[config.mk]
export PLATFORM = sky130hd
export DESIGN_NAME = rcc_ctrl_status
export DESIGN_NICKNAME = d
export VERILOG_FILES = /design/src/rtl/rcc_pkg.sv /design/src/rtl/rcc_lp_edge.sv /design/src/rtl/rcc_ctrl_status.sv
export SDC_FILE = /design/constraint.sdc
export NUM_CORES = 1
export LEC_CHECK = 0
export BUFFER_PORTS_ARGS = -buffer_cell sky130_fd_sc_hd__buf_4
export CAP_MARGIN = 15
export CELL_PAD_IN_SITES_DETAIL_PLACEMENT = 0
export CELL_PAD_IN_SITES_GLOBAL_PLACEMENT = 1
export CORE_MARGIN = 2
export CORE_UTILIZATION = 34
export DETAILED_ROUTE_END_ITERATION = 10
export PLACE_DENSITY_LB_ADDON = 0.1
export SYNTH_ARGS = -nofsm -noshare
export SYNTH_HDL_FRONTEND = slang
export SYNTH_SLANG_ARGS = --single-unit
[constraint.sdc]
create_clock -name clock -period 2.15 [get_ports clock]
set_input_delay 0.3225 -clock clock [delete_from_list [all_inputs] [get_ports clock]]
set_output_delay 0.3225 -clock clock [all_outputs]
set_load 0.05 [all_outputs]
[src/rtl/rcc_pkg.sv]
// constants, types and decode helpers for the radio core control/status bank
// assumes a 32-bit AXI4-Lite register bus and byte addresses as printed
package rcc_pkg;
    localparam logic [31:0] ADDR_CTRL2 = 32'h40000200;
    localparam logic [31:0] ADDR_XBASE = 32'h40000208;
    localparam logic [31:0] ADDR_ISTAT = 32'h40000280;
    localparam logic [31:0] ADDR_IMASK = 32'h40000284;

    // control two field positions, plus the base register field offset
    localparam int RSSI_SEL  = 21;
    localparam int WAKE_STAT = 20;
    localparam int KEEP_LSB  = 18;
    localparam int PTI_SEL   = 17;
    localparam int MHZ_LSB   = 9;
    localparam int PWRDN     = 8;
    localparam int LP_SEEN   = 7;
    localparam int CLK_STAT  = 6;
    localparam int SPARE_LSB = 4;
    localparam int DIAG_OVR  = 3;
    localparam int ERR_MASK  = 2;
    localparam int ERR_ACK   = 1;
    localparam int ERR_STAT  = 0;
    localparam int XBASE_LSB = 10;

    localparam int MHZ_W   = 6;
    localparam int XBASE_W = 7;
    localparam int KEEP_W  = 2;
    localparam int SPARE_W = 2;
    localparam int EV_W    = 4;
    localparam int RSSI_W  = 8;
    localparam int PTI_W   = 4;
    localparam int DIAG_W  = 8;
    localparam int PAGE_W  = 4;

    // event status / mask bits
    localparam int EV_LP    = 0;
    localparam int EV_PWRDN = 1;
    localparam int EV_WAKE  = 2;
    localparam int EV_XERR  = 3;

    localparam logic               ERR_MASK_RST = 1'b1;
    localparam logic [XBASE_W-1:0] XBASE_RST    = 7'h00;
    localparam logic [EV_W-1:0]    IMASK_RST    = 4'h0;

    // slow clock edges from deep sleep request to power-down permission
    localparam logic [1:0] PD_LP_EDGES = 2'h2;

    localparam logic [1:0] RESP_OKAY   = 2'h0;
    localparam logic [1:0] RESP_DECERR = 2'h3;

    typedef enum logic [2:0] {
        RCC_SEL_NONE,
        RCC_SEL_CTRL2,
        RCC_SEL_XBASE,
        RCC_SEL_ISTAT,
        RCC_SEL_IMASK
    } rcc_sel_e;

    typedef enum logic [1:0] {
        WAKE_IDLE,
        WAKE_PEND,
        WAKE_UP,
        WAKE_EDGE1
    } rcc_wake_e;

    function automatic rcc_sel_e rcc_decode(input logic [31:0] a);
        if (a == ADDR_CTRL2) begin
            return RCC_SEL_CTRL2;
        end else if (a == ADDR_XBASE) begin
            return RCC_SEL_XBASE;
        end else if (a == ADDR_ISTAT) begin
            return RCC_SEL_ISTAT;
        end else if (a == ADDR_IMASK) begin
            return RCC_SEL_IMASK;
        end else begin
            return RCC_SEL_NONE;
        end
    endfunction

    function automatic logic [31:0] rcc_merge(input logic [31:0] old_v,
                                              input logic [31:0] new_v,
                                              input logic [3:0]  strb);
        logic [31:0] m;
        m = '0;
        for (int i = 0; i < 4; i++) begin
            m[i*8 +: 8] = {8{strb[i]}};
        end
        return (old_v & ~m) | (new_v & m);
    endfunction
endpackage

[src/rtl/rcc_lp_edge.sv]
// rising edge detector for the low-power clock, sampled on the master clock
// assumes the slow clock is at most half the master clock rate
module rcc_lp_edge (
    input  wire logic clock,
    input  wire logic rst_b,
    input  wire logic lp_clock,
    input  wire logic hold,
    output logic      edge_pulse
);
    typedef struct packed {
        logic prev;
        logic pulse;
    } rcc_edge_s;

    rcc_edge_s q;
    rcc_edge_s d;

    always_comb begin
        d = q;
        d.prev = lp_clock;
        // no edge is reported while the slow timer sits in reset
        d.pulse = lp_clock && !q.prev && !hold;
    end

    // prev resets high so a slow clock already high gives no false edge
    always_ff @(posedge clock or negedge rst_b) begin
        if (!rst_b) begin
            q <= '{prev: 1'b1, pulse: 1'b0};
        end else begin
            q <= d;
        end
    end

    assign edge_pulse = q.pulse;
endmodule

[src/rtl/rcc_ctrl_status.sv]
// radio core control/status bank with AXI4-Lite slave and event interrupt
// assumes all inputs synchronous to clock; slow clock sampled as data
//
// The AXI4-Lite interface to the registers is this design's own decision.
module rcc_ctrl_status (
    input  wire logic        clock,
    input  wire logic        rst_b,
    input  wire logic [31:0] s_axi_awaddr,
    input  wire logic        s_axi_awvalid,
    output logic             s_axi_awready,
    input  wire logic [31:0] s_axi_wdata,
    input  wire logic [3:0]  s_axi_wstrb,
    input  wire logic        s_axi_wvalid,
    output logic             s_axi_wready,
    output logic [1:0]       s_axi_bresp,
    output logic             s_axi_bvalid,
    input  wire logic        s_axi_bready,
    input  wire logic [31:0] s_axi_araddr,
    input  wire logic        s_axi_arvalid,
    output logic             s_axi_arready,
    output logic [31:0]      s_axi_rdata,
    output logic [1:0]       s_axi_rresp,
    output logic             s_axi_rvalid,
    input  wire logic        s_axi_rready,
    input  wire logic        lp_clock,
    input  wire logic        slow_timer_reset,
    input  wire logic [7:0]  strength_peak,
    input  wire logic [7:0]  strength_avg,
    output logic [7:0]       signal_strength_value,
    input  wire logic [3:0]  pti_ctrl_struct,
    input  wire logic [3:0]  pti_core_dyn,
    output logic [3:0]       pti_to_coexistence_block,
    output logic [5:0]       master_clock_mhz,
    input  wire logic        core_on_master_clock,
    input  wire logic        deep_sleep_request,
    input  wire logic        sleep_exit_interrupt,
    input  wire logic        wakeup_request,
    input  wire logic        radio_powered_up,
    output logic             lowpower_wakeup_interrupt,
    output logic             powerdown_permitted,
    input  wire logic [7:0]  diag_core_in,
    input  wire logic [7:0]  diag_override_value,
    output logic [7:0]       core_diagnostic_bus,
    input  wire logic        xmem_access,
    input  wire logic [3:0]  xmem_page,
    input  wire logic [3:0]  xmem_page_mapping,
    output logic             xmem_error_irq,
    output logic [31:0]      xmem_base_address,
    output logic             irq
);
    typedef struct packed {
        logic                             aw_held;
        logic [31:0]                      awaddr;
        logic                             w_held;
        logic [31:0]                      wdata;
        logic [3:0]                       wstrb;
        logic                             bvalid;
        logic [1:0]                       bresp;
        logic                             rvalid;
        logic [1:0]                       rresp;
        logic [31:0]                      rdata;
        logic                             rssi_sel;
        logic [rcc_pkg::KEEP_W-1:0]       keep;
        logic                             pti_sel;
        logic [rcc_pkg::MHZ_W-1:0]        mhz;
        logic [rcc_pkg::SPARE_W-1:0]      spare;
        logic                             diag_ovr;
        logic                             err_mask;
        logic                             err_stat;
        rcc_pkg::rcc_wake_e               wake;
        logic                             pd;
        logic [1:0]                       pd_cnt;
        logic                             lp_seen;
        logic [rcc_pkg::XBASE_W-1:0]      xbase;
        logic [rcc_pkg::EV_W-1:0]         ev_stat;
        logic [rcc_pkg::EV_W-1:0]         ev_mask;
        logic [rcc_pkg::RSSI_W-1:0]       rssi_out;
        logic [rcc_pkg::PTI_W-1:0]        pti_out;
        logic [rcc_pkg::DIAG_W-1:0]       diag_out;
    } rcc_state_s;

    localparam rcc_state_s RST = '{
        err_mask: rcc_pkg::ERR_MASK_RST,
        xbase:    rcc_pkg::XBASE_RST,
        ev_mask:  rcc_pkg::IMASK_RST,
        wake:     rcc_pkg::WAKE_IDLE,
        default:  '0
    };

    rcc_state_s          q;
    rcc_state_s          d;
    rcc_pkg::rcc_sel_e   wsel;
    rcc_pkg::rcc_sel_e   rsel;
    logic                wr_fire;
    logic                wr_ctrl2;
    logic                ack_wr;
    logic                lp_clr;
    logic                err_ev;
    logic                lp_edge;
    logic [31:0]         c2_img;
    logic [31:0]         xb_img;
    logic [31:0]         st_img;
    logic [31:0]         mk_img;
    logic [31:0]         c2_new;
    logic [31:0]         xb_new;
    logic [31:0]         mk_new;
    logic [rcc_pkg::EV_W-1:0] ev;

    rcc_lp_edge u_lp_edge (
        .clock      (clock),
        .rst_b      (rst_b),
        .lp_clock   (lp_clock),
        .hold       (slow_timer_reset),
        .edge_pulse (lp_edge)
    );

    assign wsel     = rcc_pkg::rcc_decode(q.awaddr);
    assign rsel     = rcc_pkg::rcc_decode(s_axi_araddr);
    assign wr_fire  = q.aw_held && q.w_held && !q.bvalid;
    assign wr_ctrl2 = wr_fire && (wsel == rcc_pkg::RCC_SEL_CTRL2);
    assign ack_wr   = wr_ctrl2 && c2_new[rcc_pkg::ERR_ACK];
    // a byte strobe covering bit 7 with a zero there is the only clear
    assign lp_clr   = wr_ctrl2 && q.wstrb[0] && !q.wdata[rcc_pkg::LP_SEEN];
    // page numbers at or past the mapped count are outside the mapping
    assign err_ev   = xmem_access && (xmem_page >= xmem_page_mapping);
    assign c2_new   = rcc_pkg::rcc_merge(c2_img, q.wdata, q.wstrb);
    assign xb_new   = rcc_pkg::rcc_merge(xb_img, q.wdata, q.wstrb);
    assign mk_new   = rcc_pkg::rcc_merge(mk_img, q.wdata, q.wstrb);

    // read images; unlisted bits stay zero
    always_comb begin
        c2_img = '0;
        c2_img[rcc_pkg::RSSI_SEL] = q.rssi_sel;
        c2_img[rcc_pkg::WAKE_STAT] = (q.wake != rcc_pkg::WAKE_IDLE);
        c2_img[rcc_pkg::KEEP_LSB +: rcc_pkg::KEEP_W] = q.keep;
        c2_img[rcc_pkg::PTI_SEL] = q.pti_sel;
        c2_img[rcc_pkg::MHZ_LSB +: rcc_pkg::MHZ_W] = q.mhz;
        c2_img[rcc_pkg::PWRDN] = q.pd;
        c2_img[rcc_pkg::LP_SEEN] = q.lp_seen;
        c2_img[rcc_pkg::CLK_STAT] = core_on_master_clock;
        c2_img[rcc_pkg::SPARE_LSB +: rcc_pkg::SPARE_W] = q.spare;
        c2_img[rcc_pkg::DIAG_OVR] = q.diag_ovr;
        c2_img[rcc_pkg::ERR_MASK] = q.err_mask;
        c2_img[rcc_pkg::ERR_STAT] = q.err_stat;
        xb_img = '0;
        xb_img[rcc_pkg::XBASE_LSB +: rcc_pkg::XBASE_W] = q.xbase;
        st_img = '0;
        st_img[rcc_pkg::EV_W-1:0] = q.ev_stat;
        mk_img = '0;
        mk_img[rcc_pkg::EV_W-1:0] = q.ev_mask;
    end

    always_comb begin
        d = q;
        ev = '0;
        // bus: address and data taken independently, then one write
        if (s_axi_awvalid && !q.aw_held) begin
            d.aw_held = 1'b1;
            d.awaddr = s_axi_awaddr;
        end
        if (s_axi_wvalid && !q.w_held) begin
            d.w_held = 1'b1;
            d.wdata = s_axi_wdata;
            d.wstrb = s_axi_wstrb;
        end
        if (q.bvalid && s_axi_bready) begin
            d.bvalid = 1'b0;
        end
        if (wr_fire) begin
            d.aw_held = 1'b0;
            d.w_held = 1'b0;
            d.bvalid = 1'b1;
            if (wsel == rcc_pkg::RCC_SEL_NONE) begin
                d.bresp = rcc_pkg::RESP_DECERR;
            end else begin
                d.bresp = rcc_pkg::RESP_OKAY;
            end
        end
        // only named fields are stored; reserved write bits are dropped
        if (wr_ctrl2) begin
            d.rssi_sel = c2_new[rcc_pkg::RSSI_SEL];
            d.keep = c2_new[rcc_pkg::KEEP_LSB +: rcc_pkg::KEEP_W];
            d.pti_sel = c2_new[rcc_pkg::PTI_SEL];
            d.mhz = c2_new[rcc_pkg::MHZ_LSB +: rcc_pkg::MHZ_W];
            d.spare = c2_new[rcc_pkg::SPARE_LSB +: rcc_pkg::SPARE_W];
            d.diag_ovr = c2_new[rcc_pkg::DIAG_OVR];
            d.err_mask = c2_new[rcc_pkg::ERR_MASK];
        end
        if (wr_fire && (wsel == rcc_pkg::RCC_SEL_XBASE)) begin
            d.xbase = xb_new[rcc_pkg::XBASE_LSB +: rcc_pkg::XBASE_W];
        end
        if (wr_fire && (wsel == rcc_pkg::RCC_SEL_IMASK)) begin
            d.ev_mask = mk_new[rcc_pkg::EV_W-1:0];
        end

        // error status: ack clears, a same-cycle error still sets
        if (ack_wr) begin
            d.err_stat = 1'b0;
        end
        if (err_ev) begin
            d.err_stat = 1'b1;
        end

        // slow clock monitor; edge beats a same-cycle software clear
        if (lp_clr) begin
            d.lp_seen = 1'b0;
        end
        if (lp_edge) begin
            d.lp_seen = 1'b1;
        end

        // power-down permission counts slow edges while sleep is requested
        if (!deep_sleep_request) begin
            d.pd_cnt = '0;
        end else if (lp_edge && !q.pd) begin
            if (q.pd_cnt == rcc_pkg::PD_LP_EDGES - 2'h1) begin
                d.pd = 1'b1;
            end else begin
                d.pd_cnt = q.pd_cnt + 2'h1;
            end
        end
        if (sleep_exit_interrupt) begin
            d.pd = 1'b0;
            d.pd_cnt = '0;
        end

        // wakeup: two slow edges after power-up guarantee one full period
        case (q.wake)
            rcc_pkg::WAKE_IDLE: begin
                if (wakeup_request) begin
                    d.wake = rcc_pkg::WAKE_PEND;
                end
            end
            rcc_pkg::WAKE_PEND: begin
                if (radio_powered_up) begin
                    d.wake = rcc_pkg::WAKE_UP;
                end
            end
            rcc_pkg::WAKE_UP: begin
                if (lp_edge) begin
                    d.wake = rcc_pkg::WAKE_EDGE1;
                end
            end
            default: begin
                if (lp_edge) begin
                    ev[rcc_pkg::EV_WAKE] = 1'b1;
                    if (wakeup_request) begin
                        d.wake = rcc_pkg::WAKE_PEND;
                    end else begin
                        d.wake = rcc_pkg::WAKE_IDLE;
                    end
                end
            end
        endcase

        // sticky events, write one to clear, new event wins
        ev[rcc_pkg::EV_LP] = lp_edge;
        ev[rcc_pkg::EV_PWRDN] = d.pd && !q.pd;
        ev[rcc_pkg::EV_XERR] = err_ev;
        if (wr_fire && (wsel == rcc_pkg::RCC_SEL_ISTAT)) begin
            d.ev_stat = q.ev_stat & ~(q.wdata[rcc_pkg::EV_W-1:0] & {4{q.wstrb[0]}});
        end
        d.ev_stat = d.ev_stat | ev;

        // steered outputs, one register stage
        d.rssi_out = q.rssi_sel ? strength_avg : strength_peak;
        d.pti_out = q.pti_sel ? pti_core_dyn : pti_ctrl_struct;
        d.diag_out = q.diag_ovr ? diag_override_value : diag_core_in;

        // read channel
        if (q.rvalid && s_axi_rready) begin
            d.rvalid = 1'b0;
        end
        if (s_axi_arvalid && !q.rvalid) begin
            d.rvalid = 1'b1;
            d.rresp = rcc_pkg::RESP_OKAY;
            if (rsel == rcc_pkg::RCC_SEL_CTRL2) begin
                d.rdata = c2_img;
            end else if (rsel == rcc_pkg::RCC_SEL_XBASE) begin
                d.rdata = xb_img;
            end else if (rsel == rcc_pkg::RCC_SEL_ISTAT) begin
                d.rdata = st_img;
            end else if (rsel == rcc_pkg::RCC_SEL_IMASK) begin
                d.rdata = mk_img;
            end else begin
                d.rdata = '0;
                d.rresp = rcc_pkg::RESP_DECERR;
            end
        end
    end

    always_ff @(posedge clock or negedge rst_b) begin
        if (!rst_b) begin
            q <= RST;
        end else begin
            q <= d;
        end
    end

    assign s_axi_awready = !q.aw_held;
    assign s_axi_wready = !q.w_held;
    assign s_axi_bvalid = q.bvalid;
    assign s_axi_bresp = q.bresp;
    assign s_axi_arready = !q.rvalid;
    assign s_axi_rvalid = q.rvalid;
    assign s_axi_rresp = q.rresp;
    assign s_axi_rdata = q.rdata;
    assign signal_strength_value = q.rssi_out;
    assign pti_to_coexistence_block = q.pti_out;
    // frequency is passed on as written; software must not change it live
    assign master_clock_mhz = q.mhz;
    assign lowpower_wakeup_interrupt = (q.wake != rcc_pkg::WAKE_IDLE);
    assign powerdown_permitted = q.pd;
    assign core_diagnostic_bus = q.diag_out;
    assign xmem_error_irq = q.err_stat && q.err_mask;
    assign xmem_base_address = xb_img;
    assign irq = |(q.ev_stat & q.ev_mask);
endmodule

==> flow_summary.toml, run 1 <==
[cells_and_area]
design_area_um2 = 8830
diodes = 0
layout-drive-gt1-share_pct = 53.1
nets = 877
syn_to_final_growth_pct = 31.6
n_fill_cell = 1879

[worst_setup_path]
cp_slowest_cell = "dfrtp_1"
path_max_fanout = 8
arrival_ns = 2.33
startpoint = "q[151]"
path_buf_inv = 1
slowest_delay_ns = 0.41
crit_top_cell = "nor4_4"
crit_type = "register to register"
crit_family = "simple AND/OR/NAND/NOR gates"
rrSetupSlack_ns = 0.11
start_kind = "register"
crit_chain = "nor4_4 > nand4_4 > nor4_4 > buf_4 > mux2_2"
r2r_start = "q[151]"
path_depth = 5
required_ns = 2.45
ff2ff_path_depth = 5
endpoint_kind = "register"

[global_routing]
grt_pass1_vias = 4442
grt_pass1_wl_um = 23300
grt_usage_pct = 14.8
gr-total-overflow = 0
antenna_found_initial = 0
grt_max_degree = 55

[status]
status = "complete, no violations"

[route]
drc_errors = 0
routed_wl_um = 15300
via_per_inst = 4.46
dr.pass1.iters = 4
vias = 4385
route.detailed.wl_per_inst_um = 15.5
drtAntennaViolNets = 0
dr.first_iter.drc_count = 108

[timing]
final-hold-violation-count = 0
slew_violations = 0
finalCriticalPeriod_ns = 2.04
skew_ns = 0.00796
relSlewSlack_pct = 64.6
fmaxAchievable_ghz = 0.491
rsz0062_at_grt = "false"
worst_slack_ns = 0.113
final.setup.tns_ns = 0
setup_viol = 0
period_share_pct = 94.7
worst_pin_slew_ns = 0.530

[power_and_ir_drop]
p_clk_share_pct = 34.1
p_comb_share_pct = 23.6
p_leak_uw = 0.00427
pwr_density_cell_nw_per_um2 = 988
peakVddDrop_mv = 0.668
p_sw_share_pct = 30.0
p_switching_uw = 2620
sequentialPowerShare_pct = 42.3
p_int_uw = 6100

[logic_synthesis]
syn_inst = 527
async_reset_ff_share_pct = 100
yosysSeqAreaShare_pct = 52.3
avgSynthCellArea_um2 = 12.7
synth_top_cell_area_share_pct = 51.5
synthTopCellsByArea = "dfrtp_1, mux2_2, buf_4"
synth_area_leader_cell = "dfrtp_1"
ys_types = 47
synth-edff-count = 0
yosysWarnings = 0
ys_seq_elements = 140
synth_most_common_cell = "dfrtp_1"
synthTopCellsByCount = "dfrtp_1, buf_4, mux2_2, nor2_1"
netlist_area_um2 = 6710
synth_top_flop_cell = "dfrtp_1"

[floorplanning]
io_pins = 266
start_util_pct = 34.6
die_w_um = 144
die_height_um = 144
core-area_um2 = 19400
fp.dieArea_um2 = 20900
rows = 51

[place]
io_buffers = 216
place_area_um2 = 8190
dp_hpwl_um = 11400
dp_slack_ns = 0.0618
gp_congestion = 0.719

[cts]
clk_pin_slew_worst_paths_ns = 0.06
cts_tree = "done"
clk_latency_ns = 0.42
clk_path_buf_depth = 2
cts_buffers = 17
ctsRootBufferMaster = "clkbuf_16"
cts_max_level = 4
clock_sinks = 140

[flow_run]
maxCapViolCount = 0

[min_path]
hold_path_class = "primary input to register"
logic make-up after synthesis:
logic type / Yosys count / share of synthesized area, %
AND/OR/NAND/NOR: 95 / 10.4
adder cells (fa/ha/maj): 9 / 1.68
AO/OA/AOI/OAI: 42 / 4.21
multiplexers: 112 / 18.9
flip-flops: 140 / 52.3
XOR/XNOR: 1 / 0.131
other: 1 / 0.0559
buffers and inverters: 127 / 12.4
metal layers:
metal | part of all wire, % | global-route usage, % | wire length (um) | vias to the layer above
li1 | - | - | - | 2082
met1 | 43 | 18.5 | 6520 | 2131
met2 | 48 | 24.0 | 7370 | 157
met3 | 7.4 | 4.74 | 1130 | 15
met4 | 1.5 | 5.67 | 224 | 0
met5 | 0 | 0 | 0 | -
layout make-up:
class                      count  area [um^2]  area share (%)
sequential                   140         3510            39.7
multi-input combinational    294         2500            28.4
timing repair buffer         235         1820            20.7
clock buffer                  18          429            4.86
tap                          265          332            3.76
clock inverter                14          170            1.93
inverter                      17         63.8           0.723
power by group through the flow:
stage / sequential [uW] / combinational (uW) / clock, uW
after detailed placement: 3740 / 2090 / 0
after global routing: 3770 / 2240 / 3180
after global placement: 3700 / 2040 / 0
after floorplan: 3640 / 1540 / 0
final: 3680 / 2060 / 2980
after CTS: 3690 / 2100 / 3070
through the flow:
stage / hold WS (ns) / total power (uW) / instances / util, %
after floorplan: 0.0269 / 5180 / 561 / -
after global placement: 0.316 / 5740 / 948 / 42.2
after detailed placement: 0.321 / 5830 / 948 / 42.2
after CTS: 0.0328 / 8860 / 982 / 45.4
after global routing: 0.0400 / 9180 / 983 / 45.5
final: 0.0537 / 8720 / 983 / 45.5
worst min path at each step:
stage,startpoint,endpoint,cells after the start
3_5_place_dp,rst_b,s_axi_rdata[6],1
3_3_place_gp,rst_b,s_axi_rdata[13],1
2_1_floorplan,rst_b,asynchronous set/reset pin,0
6_report,slow_timer_reset,u_lp_edge.edge_pulse,2
4_1_cts,slow_timer_reset,u_lp_edge.edge_pulse,2
5_1_grt,slow_timer_reset,u_lp_edge.edge_pulse,2
what timing repair did:
item / in CTS / in global routing
gates resized for setup: 0 / 0
endpoints found under the setup margin: 0 / 12
endpoints found under the hold margin: 52 / 0
hold buffers: 2 / 0
setup buffers: 0 / 1
placed cells by master, fill, tap and decap left out, drive strengths merged, types with 3 or more instances in the layout:
cell type  netlist  layout
nand3            7       7
mux2           100     100
nand4b           5       5
o21ai           14      14
nand4            5       5
clkinv           0       5
nor3             4       4
clkinvlp         0       4
a31oi            3       3
clkbuf          10      18
conb             1      35
a22o            11      11
mux2i           12      12
a21oi            5       5
nand3b           3       3
dfrtp          138     138
nor4            16      16
buf            100     233
nor4b            3       3
ha               9       9
nand2           17      17
inv             17      19
nor2            18      18
nor2b            6       6
bufinv           0       3
Power figures use the tool's default switching activity.
==> run 2, diff against run 1 <==
--- a/config.mk
+++ b/config.mk
@@ -9,8 +9,6 @@
 export CAP_MARGIN = 15
-export CELL_PAD_IN_SITES_DETAIL_PLACEMENT = 0
-export CELL_PAD_IN_SITES_GLOBAL_PLACEMENT = 1
 export CORE_MARGIN = 2
-export CORE_UTILIZATION = 34
+export CORE_UTILIZATION = 44
 export DETAILED_ROUTE_END_ITERATION = 10
-export PLACE_DENSITY_LB_ADDON = 0.1
+export PLACE_DENSITY = 0.76
 export SYNTH_ARGS = -nofsm -noshare
==> constraint.sdc (replaced) <==
create_clock -name clock -period 2.15 [get_ports clock]
set_input_delay 0.5375 -clock clock [delete_from_list [all_inputs] [get_ports clock]]
set_output_delay 0.5375 -clock clock [all_outputs]
set_load 0.05 [all_outputs]
==> run 2 against run 1 <==
Compared with the run above:
- sequential power hardly changed
- clock-buffer cell count is 3 higher
- highest routed layer unchanged
- clock power is 9.7% lower
- register-to-register slack better by 0.03 ns
==> flow_summary.toml, run 2 (synthesized netlist as in run 1, its figures left out) <==
[status]
status = "complete, no violations"

[cts]
clk_pin_slew_worst_paths_ns = 0.06
post-cts-setup-buffers = 0
ctsRootBufferMaster = "clkbuf_16"
cts_max_level = 4
clock_sinks = 140
holdBufCountCts = 0
clk_path_buf_depth = 2
cts_tree = "done"
cts_resized = 0
cts_buffers = 17
clk_latency_ns = 0.41

[timing]
finalCriticalPeriod_ns = 2.01
slew_violations = 0
fmaxAchievable_ghz = 0.498
final-hold-violation-count = 0
worst_pin_slew_ns = 0.555
period_share_pct = 93.4
rsz0062_at_grt = "false"
skew_ns = 0.00567
relSlewSlack_pct = 63.0
final.setup.tns_ns = 0
setup_viol = 0

[place]
place_inst = 870
gp_congestion = 0.777
dp_hpwl_um = 11100
io_buffers = 216

[worst_setup_path]
slowest_delay_ns = 0.42
arrival_ns = 2.30
path_buf_inv = 2
crit_family = "simple AND/OR/NAND/NOR gates"
crit_top_cell = "buf_12"
path_max_fanout = 8
start_kind = "register"
required_ns = 2.44
crit_chain = "nor4_2 > nand4_4 > buf_12 > nor4_4 > buf_12 > mux2_4"
cp_slowest_cell = "nor4_2"
crit_type = "register to register"
endpoint_kind = "register"

[cells_and_area]
nets = 876
layoutNonFillerInstCount = 905
layout-drive-gt1-share_pct = 53.0
final_common_cell = "buf_4"
syn_to_final_growth_pct = 29.7
diodes = 0
final_cell_mix = "buf_4, dfrtp_1, mux2_2"

[flow_run]
maxCapViolCount = 0

[power_and_ir_drop]
peakVddDrop_mv = 0.796
p_total_uw = 8430
p_leak_uw = 0.00425
pwr_density_cell_nw_per_um2 = 968

[floorplanning]
start_util_pct = 44.6
fp.dieArea_um2 = 16300
die_height_um = 127
die_w_um = 127
core-area_um2 = 15000
io_pins = 266
rows = 45

[global_routing]
grt_max_degree = 51
antenna_found_initial = 0
grt_pass1_vias = 4806
grt_usage_pct = 18.4
gr-total-overflow = 0
grt_pass1_wl_um = 23200

[route]
dr.first_iter.drc_count = 110
vias = 4460
routed_wl_um = 14500
dr.pass1.iters = 4
route.detailed.wl_per_inst_um = 16.0
via_per_inst = 4.93
drc_errors = 0
drtAntennaViolNets = 0

[min_path]
hold_path_class = "primary input to asynchronous set/reset pin"
==> run 2: power breakdown <==
part           leakage (uW)  internal [uW]  switching, uW
sequential          0.00173           3240            453
combinational       0.00227           1020           1020
clock              0.000255           1610           1080
total               0.00425           5870           2550
==> run 2: worst paths after layout <==
kind                            startpoint              end  slack, ns  cells after the start
min in group clock                lp_clock   u_lp_edge.q[1]       0.25                      1
hold reg to reg            s_axi_rdata[10]  s_axi_rdata[10]       0.48                      2
hold / removal                       rst_b           q[163]       0.07                      1
max in group asynchronous            rst_b           q[134]       1.46                      2
setup reg to reg                    q[141]         register       0.14                      6
setup / recovery                    q[141]         register       0.14                      6
==> run 2: worst reg2reg max path, cell delays in order, from the launching register on <==
cell	delay [ns]
dfrtp_1	0.39
nor4_2	0.42
nand4_4	0.15
buf_12	0.18
nor4_4	0.27
buf_12	0.18
mux2_4	0.31
==> run 2: final cells by class <==
class / instances / area (um^2)
fill: 1278 / 6330
sequential: 140 / 3510
multi-input combinational: 294 / 2500
timing repair buffer: 234 / 1850
clock buffer: 21 / 450
tap: 188 / 235
clock inverter: 11 / 96.3
inverter: 17 / 63.8
==> run 2: per-stage QoR <==
step                      hold WS [ns]  util, %  setup slack, ns  instance area [um^2]
after floorplan                  0.242        -          0.00666                  6840
after global placement           0.466     53.9            0.110                  8110
after detailed placement         0.472     53.9           0.0200                  8110
after CTS                       0.0636     57.6          0.00146                  8660
after global routing            0.0738     57.9           0.0240                  8700
final                           0.0702     57.9            0.142                  8700
==> run 2: metal layers <==
layer / track usage (%) / vias up / part of all wire (%)
met5: 0 / - / 0
met4: 5.17 / 0 / 0.87
met3: 6.70 / 14 / 7.7
met2: 31.6 / 164 / 51
met1: 21.7 / 2209 / 40
li1: - / 2073 / -
==> run 3, diff against run 2 <==
- PLACE_DENSITY: 0.76 -> 0.74
==> run 3 against run 2 <==
Compared with the run above:
- sequential share of layout area about the same
- clock skew up 0.0049 ns
- highest routed layer unchanged
- die area unchanged
- worst hold slack worse by 0.025 ns
==> flow_summary.toml, run 3 (synthesized netlist as in run 1, its figures left out) <==
[status]
status = "complete, no violations"

[cts]
clk_path_buf_depth = 2
ctsRootBufferMaster = "clkbuf_16"
cts_buffers = 17
cts_max_level = 4
clk_pin_slew_worst_paths_ns = 0.06
clk_latency_ns = 0.41
holdBufCountCts = 0
cts_tree = "done"
clock_sinks = 140

[route]
routed_wl_um = 14800
vias = 4487
dr.pass1.iters = 4
drc_errors = 0
via_per_inst = 4.96
dr.first_iter.drc_count = 145
drtAntennaViolNets = 0
route.detailed.wl_per_inst_um = 16.4

[worst_setup_path]
ff2ff_path_depth = 5
r2r_start = "q[152]"
start_kind = "register"
required_ns = 2.44
crit_family = "simple AND/OR/NAND/NOR gates"
startpoint = "q[152]"
crit_chain = "nor4_4 > nand4_4 > nor4_4 > buf_4 > mux2_2"
crit_type = "register to register"
path_buf_inv = 1
slowest_delay_ns = 0.40
path_depth = 5
path_max_fanout = 8
arrival_ns = 2.32
endpoint_kind = "register"
crit_top_cell = "nor4_4"
rrSetupSlack_ns = 0.12
cp_slowest_cell = "dfrtp_1"

[global_routing]
grt_pass1_wl_um = 22900
gr-total-overflow = 0
grt_max_degree = 46
grt_usage_pct = 18.2
grt_pass1_vias = 4615
antenna_found_initial = 0

[timing]
whs_ns = 0.0457
finalCriticalPeriod_ns = 2.03
rsz0062_at_grt = "false"
skew_ns = 0.0106
period_share_pct = 94.3
setup_viol = 0
worst_slack_ns = 0.122
final.setup.tns_ns = 0
fmaxAchievable_ghz = 0.493
final-hold-violation-count = 0
slew_violations = 0
worst_pin_slew_ns = 0.563
relSlewSlack_pct = 62.5

[floorplanning]
fp.dieArea_um2 = 16300
rows = 45
io_pins = 266
die_height_um = 127
core-area_um2 = 15000
die_w_um = 127
start_util_pct = 44.6

[place]
dp_slack_ns = 0.0700
io_buffers = 216
dp_hpwl_um = 11200
gp_congestion = 0.781

[cells_and_area]
final_common_cell = "buf_4"
syn_to_final_growth_pct = 29.6
n_fill_cell = 1221
final_cell_mix = "buf_4, dfrtp_1, mux2_2"
nets = 875
layout-drive-gt1-share_pct = 52.9
diodes = 0

[power_and_ir_drop]
peakVddDrop_mv = 0.922
p_leak_uw = 0.00425
pwr_density_cell_nw_per_um2 = 986

[min_path]
hold_path_class = "primary input to asynchronous set/reset pin"

[flow_run]
maxCapViolCount = 0
==> run 3: layout make-up <==
type	count	area [um^2]	share of cell area [%]
Tap cell	188	235	2.71
Clock buffer	22	454	5.22
Timing Repair Buffer	233	1820	20.9
Inverter	17	63.8	0.734
Clock inverter	10	116	1.34
Multi-Input combinational cell	294	2500	28.8
Sequential cell	140	3510	40.3
==> run 3: timing repair <==
| action | 4_1_cts | 5_1_grt |
|---|---|---|
| hold endpoints to repair | 0 | 0 |
| gates resized for setup | 0 | 1 |
| setup endpoints to repair | 0 | 17 |
| setup buffers | 0 | 2 |
==> run 3: where the power goes <==
group | leakage [uW] | switching (uW) | internal [uW]
clock | 0.000274 | 1090 | 1740
sequential | 0.00173 | 456 | 3240
combinational | 0.00225 | 1030 | 1020
total | 0.00425 | 2580 | 5990
==> run 3: worst register-to-register path, stage by stage, from the launching register on <==
cell	delay (ns)
dfrtp_1	0.40
nor4_4	0.34
nand4_4	0.27
nor4_4	0.33
buf_4	0.21
mux2_2	0.35
==> run 3: worst min-delay path by stage <==
stage                     cells past startpoint                          to            start  slack, ns
after floorplan                               0  asynchronous set/reset pin            rst_b       0.24
after global placement                        1                       q[24]            q[98]       0.46
after detailed placement                      2             s_axi_rdata[12]  s_axi_rdata[12]       0.48
after CTS                                     1                      q[132]            rst_b       0.05
after global routing                          1                      q[157]            rst_b       0.07
final                                         1                      q[152]            rst_b       0.05
==> run 3: per-stage QoR <==
stage / total power (uW) / cell area (um^2) / util, % / cells
after global routing: 8990 / 8700 / 57.8 / 904
after CTS: 8660 / 8670 / 57.7 / 902
after detailed placement: 5800 / 8100 / 53.9 / 870
final: 8570 / 8700 / 57.8 / 904
after floorplan: 5180 / 6840 / - / 561
after global placement: 5660 / 8100 / 53.9 / 870
==> run 3: layer usage <==
layer  global-route usage [%]  share of wire [%]  up-vias
li1                         -                  -     2075
met1                     21.4                 40     2202
met2                     31.2                 51      187
met3                     5.99                7.7       23
met4                     6.85                1.8        0
met5                        0                  0        -
